**src/rtl/cdp_pkg.sv**
```systemverilog
// Package of constants for the CPU / transfer-controller priority control block
package cdp_pkg;
    localparam int unsigned ADDR_W        = 4;
    localparam int unsigned DATA_W        = 32;
    localparam int unsigned LVL_W         = 3;
    // Register byte addresses
    localparam logic [ADDR_W-1:0] CPR_ADDR = 4'h0;
    localparam logic [ADDR_W-1:0] CFG_ADDR = 4'h4;
    localparam logic [ADDR_W-1:0] STA_ADDR = 4'h8;
    // Field positions of the priority control register
    localparam int unsigned CPCE_BIT      = 7;
    localparam int unsigned XLVL_HI       = 6;
    localparam int unsigned XLVL_LO       = 4;
    localparam int unsigned APSE_BIT      = 3;
    localparam int unsigned CLVL_HI       = 2;
    localparam int unsigned CLVL_LO       = 0;
    localparam logic [7:0]  CPR_RESET     = 8'h00;
    // Mode select field encodings (bits 1:0 of the config register)
    localparam logic [1:0]  MODE_0        = 2'h0;
    localparam logic [1:0]  MODE_2        = 2'h2;
    localparam logic [1:0]  MODE_RESET    = 2'h0;
    localparam logic [LVL_W-1:0] LVL_MIN  = 3'h0;
    localparam logic [LVL_W-1:0] LVL_MAX  = 3'h7;
    localparam logic [1:0]  RESP_OKAY     = 2'h0;
    localparam logic [1:0]  RESP_SLVERR   = 2'h2;
    typedef enum logic [0:0] {
        CDP_IDLE = 1'b0,
        CDP_RESP = 1'b1
    } cdp_bus_state_t;
endpackage : cdp_pkg

```
**src/rtl/cdp_arbiter.sv**
```systemverilog
// Decides whether CPU exception handling wins over a transfer
`timescale 1ns/1ps
module cdp_arbiter
    import cdp_pkg::*;
(
    input  wire logic             ctrl_enable,
    input  wire logic [LVL_W-1:0] cpu_level,
    input  wire logic [LVL_W-1:0] xfer_level,
    output logic      [LVL_W-1:0] eff_cpu_level,
    output logic                  cpu_wins
);
    always_comb begin
        eff_cpu_level = ctrl_enable ? cpu_level : LVL_MIN;
        // Ties go to the transfer so a stalled CPU never starves it
        cpu_wins      = ctrl_enable && (cpu_level > xfer_level);
    end
endmodule : cdp_arbiter

```
**src/rtl/cdp_priority_ctrl.sv**
```systemverilog
// CPU / transfer-controller priority control with AXI4-Lite register access
// Summary of operation
// - Enable low: CPU always lowest priority
// - Enable high: CPU priority from level field
// - Transfer priority field bits 6:4, read/write
// - CPU priority field bits 2:0
// - Auto set: CPU field follows interrupt mask
// - Auto off: CPU field changes only by writes
// - Auto on: software writes to CPU field ignored
// - CPU exception may win over transfer
// - Mode 00: single mask bit governs masking
// - Mode 10: 3-bit mask level governs masking
`timescale 1ns/1ps
module cdp_priority_ctrl
    import cdp_pkg::*;
(
    input  wire logic              aclk,
    input  wire logic              aresetn,
    input  wire logic [ADDR_W-1:0] s_axi_awaddr,
    input  wire logic [2:0]        s_axi_awprot,
    input  wire logic              s_axi_awvalid,
    output logic                   s_axi_awready,
    input  wire logic [DATA_W-1:0] s_axi_wdata,
    input  wire logic [3:0]        s_axi_wstrb,
    input  wire logic              s_axi_wvalid,
    output logic                   s_axi_wready,
    output logic      [1:0]        s_axi_bresp,
    output logic                   s_axi_bvalid,
    input  wire logic              s_axi_bready,
    input  wire logic [ADDR_W-1:0] s_axi_araddr,
    input  wire logic [2:0]        s_axi_arprot,
    input  wire logic              s_axi_arvalid,
    output logic                   s_axi_arready,
    output logic      [DATA_W-1:0] s_axi_rdata,
    output logic      [1:0]        s_axi_rresp,
    output logic                   s_axi_rvalid,
    input  wire logic              s_axi_rready,
    input  wire logic              ccr_mask_bit,
    input  wire logic [LVL_W-1:0]  exr_mask_level,
    output logic      [1:0]        ctrl_mode,
    output logic      [LVL_W-1:0]  xfer_prio_level,
    output logic      [LVL_W-1:0]  cpu_prio_level,
    output logic                   cpu_over_xfer
);
    logic [7:0]        cpr_reg,  cpr_next;
    logic [1:0]        mode_reg, mode_next;
    logic              aw_got_reg, aw_got_next;
    logic              w_got_reg,  w_got_next;
    logic [ADDR_W-1:0] awaddr_reg, awaddr_next;
    logic [DATA_W-1:0] wdata_reg,  wdata_next;
    logic [3:0]        wstrb_reg,  wstrb_next;
    cdp_bus_state_t    wst_reg, wst_next;
    logic [1:0]        bresp_reg, bresp_next;
    cdp_bus_state_t    rst_reg, rst_next;
    logic [DATA_W-1:0] rdata_reg, rdata_next;
    logic [1:0]        rresp_reg, rresp_next;
    logic [LVL_W-1:0]  mask_level;
    logic              wr_fire;
    logic [LVL_W-1:0]  eff_level;
    logic              cpu_wins;

    // Mask source for mirroring depends on control mode
    always_comb begin
        if (mode_reg == MODE_2) begin
            mask_level = exr_mask_level;
        end else begin
            mask_level = ccr_mask_bit ? LVL_MAX : LVL_MIN;
        end
    end

    assign s_axi_awready = (wst_reg == CDP_IDLE) && !aw_got_reg;
    assign s_axi_wready  = (wst_reg == CDP_IDLE) && !w_got_reg;
    assign s_axi_arready = (rst_reg == CDP_IDLE);

    // Write channel: address and data taken in either order
    always_comb begin
        aw_got_next = aw_got_reg;
        w_got_next  = w_got_reg;
        awaddr_next = awaddr_reg;
        wdata_next  = wdata_reg;
        wstrb_next  = wstrb_reg;
        wst_next    = wst_reg;
        bresp_next  = bresp_reg;
        wr_fire     = 1'b0;
        case (wst_reg)
            CDP_IDLE: begin
                if (s_axi_awvalid && s_axi_awready) begin
                    aw_got_next = 1'b1;
                    awaddr_next = s_axi_awaddr;
                end
                if (s_axi_wvalid && s_axi_wready) begin
                    w_got_next = 1'b1;
                    wdata_next = s_axi_wdata;
                    wstrb_next = s_axi_wstrb;
                end
                if (aw_got_reg && w_got_reg) begin
                    wr_fire     = 1'b1;
                    aw_got_next = 1'b0;
                    w_got_next  = 1'b0;
                    wst_next    = CDP_RESP;
                    if (awaddr_reg == CPR_ADDR || awaddr_reg == CFG_ADDR || awaddr_reg == STA_ADDR) begin
                        bresp_next = RESP_OKAY;
                    end else begin
                        bresp_next = RESP_SLVERR;
                    end
                end
            end
            CDP_RESP: begin
                if (s_axi_bready) begin
                    wst_next = CDP_IDLE;
                end
            end
            default: wst_next = CDP_IDLE;
        endcase
    end

    // Register contents
    always_comb begin
        cpr_next  = cpr_reg;
        mode_next = mode_reg;
        if (wr_fire && wstrb_reg[0]) begin
            if (awaddr_reg == CPR_ADDR) begin
                cpr_next[CPCE_BIT]        = wdata_reg[CPCE_BIT];
                cpr_next[XLVL_HI:XLVL_LO] = wdata_reg[XLVL_HI:XLVL_LO];
                cpr_next[APSE_BIT]        = wdata_reg[APSE_BIT];
                if (!cpr_reg[APSE_BIT]) begin
                    cpr_next[CLVL_HI:CLVL_LO] = wdata_reg[CLVL_HI:CLVL_LO];
                end
            end else if (awaddr_reg == CFG_ADDR) begin
                // Reserved encodings 01 and 11 are refused; the mode holds
                if (wdata_reg[$bits(mode_reg)-1:0] == MODE_0 || wdata_reg[$bits(mode_reg)-1:0] == MODE_2) begin
                    mode_next = wdata_reg[$bits(mode_reg)-1:0];
                end
            end
        end
        // Mirroring wins over a simultaneous write to the level field
        if (cpr_next[APSE_BIT]) begin
            cpr_next[CLVL_HI:CLVL_LO] = mask_level;
        end
    end

    // Read channel
    always_comb begin
        rst_next   = rst_reg;
        rdata_next = rdata_reg;
        rresp_next = rresp_reg;
        case (rst_reg)
            CDP_IDLE: begin
                if (s_axi_arvalid) begin
                    rst_next   = CDP_RESP;
                    rresp_next = RESP_OKAY;
                    rdata_next = '0;
                    if (s_axi_araddr == CPR_ADDR) begin
                        rdata_next[$bits(cpr_reg)-1:0] = cpr_reg;
                    end else if (s_axi_araddr == CFG_ADDR) begin
                        rdata_next[$bits(mode_reg)-1:0] = mode_reg;
                    end else if (s_axi_araddr == STA_ADDR) begin
                        rdata_next[LVL_W-1:0] = eff_level;
                        rdata_next[LVL_W]     = cpu_wins;
                    end else begin
                        rresp_next = RESP_SLVERR;
                    end
                end
            end
            CDP_RESP: begin
                if (s_axi_rready) begin
                    rst_next = CDP_IDLE;
                end
            end
            default: rst_next = CDP_IDLE;
        endcase
    end

    always_ff @(posedge aclk) begin
        if (!aresetn) begin
            cpr_reg    <= CPR_RESET;
            mode_reg   <= MODE_RESET;
            aw_got_reg <= 1'b0;
            w_got_reg  <= 1'b0;
            awaddr_reg <= '0;
            wdata_reg  <= '0;
            wstrb_reg  <= '0;
            wst_reg    <= CDP_IDLE;
            bresp_reg  <= RESP_OKAY;
            rst_reg    <= CDP_IDLE;
            rdata_reg  <= '0;
            rresp_reg  <= RESP_OKAY;
        end else begin
            cpr_reg    <= cpr_next;
            mode_reg   <= mode_next;
            aw_got_reg <= aw_got_next;
            w_got_reg  <= w_got_next;
            awaddr_reg <= awaddr_next;
            wdata_reg  <= wdata_next;
            wstrb_reg  <= wstrb_next;
            wst_reg    <= wst_next;
            bresp_reg  <= bresp_next;
            rst_reg    <= rst_next;
            rdata_reg  <= rdata_next;
            rresp_reg  <= rresp_next;
        end
    end

    cdp_arbiter u_arb (
        .ctrl_enable   (cpr_reg[CPCE_BIT]),
        .cpu_level     (cpr_reg[CLVL_HI:CLVL_LO]),
        .xfer_level    (cpr_reg[XLVL_HI:XLVL_LO]),
        .eff_cpu_level (eff_level),
        .cpu_wins      (cpu_wins)
    );

    assign s_axi_bvalid    = (wst_reg == CDP_RESP);
    assign s_axi_bresp     = bresp_reg;
    assign s_axi_rvalid    = (rst_reg == CDP_RESP);
    assign s_axi_rdata     = rdata_reg;
    assign s_axi_rresp     = rresp_reg;
    assign ctrl_mode       = mode_reg;
    assign xfer_prio_level = cpr_reg[XLVL_HI:XLVL_LO];
    assign cpu_prio_level  = eff_level;
    assign cpu_over_xfer   = cpu_wins;
endmodule : cdp_priority_ctrl

```
**config.mk**
```make
export PLATFORM = sky130hd
export DESIGN_NAME = cdp_priority_ctrl
export DESIGN_NICKNAME = d
export VERILOG_FILES = /design/src/rtl/cdp_pkg.sv /design/src/rtl/cdp_arbiter.sv /design/src/rtl/cdp_priority_ctrl.sv
export SDC_FILE = /design/constraint.sdc
export NUM_CORES = 1
export LEC_CHECK = 0
export ABC_AREA = 1
export BUFFER_PORTS_ARGS = -buffer_cell sky130_fd_sc_hd__clkbuf_2
export CORE_MARGIN = 10
export CORE_UTILIZATION = 47
export DETAILED_ROUTE_END_ITERATION = 7
export PLACE_DENSITY = 0.86
export RECOVER_POWER = 50
export SYNTH_ARGS = -nofsm -noshare
export SYNTH_HDL_FRONTEND = slang
export SYNTH_SLANG_ARGS = --single-unit
export TNS_END_PERCENT = 1
```
**constraint.sdc**
```tcl
create_clock -name aclk -period 2.6 [get_ports aclk]
set_clock_uncertainty 0.2 [all_clocks]
set_input_delay 0.65 -clock aclk [delete_from_list [all_inputs] [get_ports aclk]]
set_output_delay 0.65 -clock aclk [all_outputs]
set_load 0.03 [all_outputs]
```
==> run metrics <==
Die ar. 6910 um^2; Vias/cell 4.57; unrepaired setup endpoints after global routing no; most frequent cell after synthesis nor2_1; Post-synth top flop dfxtp_1; Worst setup SP type flop; Layout Nets 373; post-synth top area cell dfxtp_1; Slew headroom 23.0%; synth unique cells 26; Die X 83.1 um; Setup TNS 0 ns; H-tree levels 2; final number of max-transition violations 0; maxcap violations 0; share of the synthesized area in the top cell type 39.5%; vias in the first global route 1,623; worst-skew pair later-pin latency 0.29 ns; Tot GR Track Use 12.2%; final setup fails 0; syn avg cell area 7.20 um^2; R2R Setup Slk 1.00 ns; CTS tree done; chip height 83.1 um; largest net degree at the start of global routing 33; Pwr Total 1.25 mW; Hold Crit Class flop to flop; clock sink total 37; Setup WS post-layout 0.176 ns; Ports 111; Crit Path Category flop to output port; gr ovfl total 0; synth warn 0; Seq/Total Area, Yosys 39.5%; initial antenna violation count 0; status completed; row cnt 22; Worst EP required 1.75 ns; #FFs+latches synth 37; Syn-to-layout area delta 13.6%; TritonRoute pass-1 iters 4; First DRT Iteration DRCs 106; met3 GRT Util 5.76%; Wirelength per Cell 11.9 um; gpl congestion 0.772; worst-case clock buffer depth 2; Data arrival, critical path 1.57 ns; most area-consuming cells after synthesis dfxtp_1 40%, buf_4 12%, nor2_1 8.4%; PD cells 589 nW/um^2; Fmax 413 MHz; Post-synth top cells 42 x nor2_1, 37 x dfxtp_1, 35 x nand2_1; Final min period 2.42 ns; Worst Max-Slew Pin Slew 1.15 ns; crit path capture type output port; area of the core 3740 um^2; initial core utilization 50.0%; Fin. Hold Viols 0; peak supply drop 0.000350 V; Port-buffer cells 51; Antenna Diode Count 0; global-route met1 utilization 13.1%; root buf cell clkbuf_8; Post-Syn Area 1870 um^2; LEAKAGE 1.06 nW; Post-synth EDFFs 0; share of cells above drive strength 1 20.4%; final worst path period share 93.2%; ANT nets after route 0; CTS Buf Count 5; Setup Buffers After CTS 0; Routed WL 4260 um; global-route wire length before repair 7120 um; routed vias 1,630; synthesized instance count 260; Worst-path clk slew 0.07 ns; busiest grt layer met2; Post-synth ARST share 0%; HPWL after DPL 3420 um; Setup WS pre-CTS 0.411 ns; met2 usage 20.2%; drt drc 0; CP Max Fanout 3
-- per-layer routing --
metal	wire (um)	vias to the layer above	part of all wire [%]
met2	1990	60	47
met3	365	6	8.6
met5	0	-	0
met1	1840	689	43
met4	66	0	1.5
li1	-	875	-
-- cell type report --
| type | count | area [um^2] |
|---|---|---|
| Fill cell | 361 | 1620 |
| Multi-Input combinational cell | 185 | 878 |
| Sequential cell | 37 | 741 |
| Timing Repair Buffer | 51 | 254 |
| Inverter | 29 | 109 |
| Clock buffer | 7 | 86.3 |
| Tap cell | 48 | 60.1 |
-- critical path: stages (launching register included) --
cell and delay (ns):
dfxtp_1 0.34, inv_1 0.07, ha_1 0.31, nand2_1 0.06
o21ai_1 0.14, and3_1 0.18, buf_2 0.20
-- logic make-up (layout without fill, tap and decap cells) --
family / count (synthesis) / after routing / share of synthesized area, %
and+or+nand+nor: 100 / 100 / 23.4
AOI/OAI and AO/OA: 56 / 56 / 16.2
adders and majority gates: 3 / 3 / 2.00
buffers and inverters: 63 / 87 / 18.6
DFF: 37 / 37 / 39.5
other: 1 / 26 / 0.200
-- final timing paths --
| kind | from | to | cells past startpoint |
|---|---|---|---|
| max | cpr_reg[6]$_SDFFE_PN0P_ | cpu_over_xfer | 6 |
| min | s_axi_rresp[1]$_SDFFE_PN0P_ | s_axi_rresp[1]$_SDFFE_PN0P_ | 2 |
| max reg2reg | awaddr_reg[0]$_SDFFE_PN0P_ | cpr_reg[0]$_SDFFE_PN0P_ | 8 |
| min reg2reg | s_axi_rresp[1]$_SDFFE_PN0P_ | s_axi_rresp[1]$_SDFFE_PN0P_ | 2 |
-- metrics by stage --
stage	hold WS, ns	area (um^2)	instances	util (%)
after floorplan	0.244	1970	285	-
after global placement	0.256	2040	350	54.6
after detailed placement	0.263	2040	350	54.6
after CTS	0.273	2130	357	56.9
after global routing	0.302	2130	357	56.9
final	0.268	2130	357	56.9
-- placed cells by master (no fill, tap or decap), drive strengths merged --
cell type,n
a21oi,21
a22oi,1
a31oi,2
and3,1
buf,1
clkbuf,57
conb,26
dfxtp,37
ha,3
inv,29
nand2,37
nand3,14
nand4,2
nor2,44
nor3,1
nor4,1
o21a,1
o21ai,28
o21bai,1
o22ai,2
-- power by group --
| group | total, mW | switching (mW) | internal (mW) |
|---|---|---|---|
| logic | 0.233 | 0.173 | 0.0596 |
| clock network | 0.395 | 0.185 | 0.210 |
| registers | 0.627 | 0.0236 | 0.603 |
-- what timing repair did --
| item | in CTS | in global routing |
|---|---|---|
| gates resized for setup | 0 | 2 |
| hold buffers | 0 | 0 |
| endpoints found under the setup margin | 0 | 1 |
No activity file was read; power rests on OpenSTA's default activity.
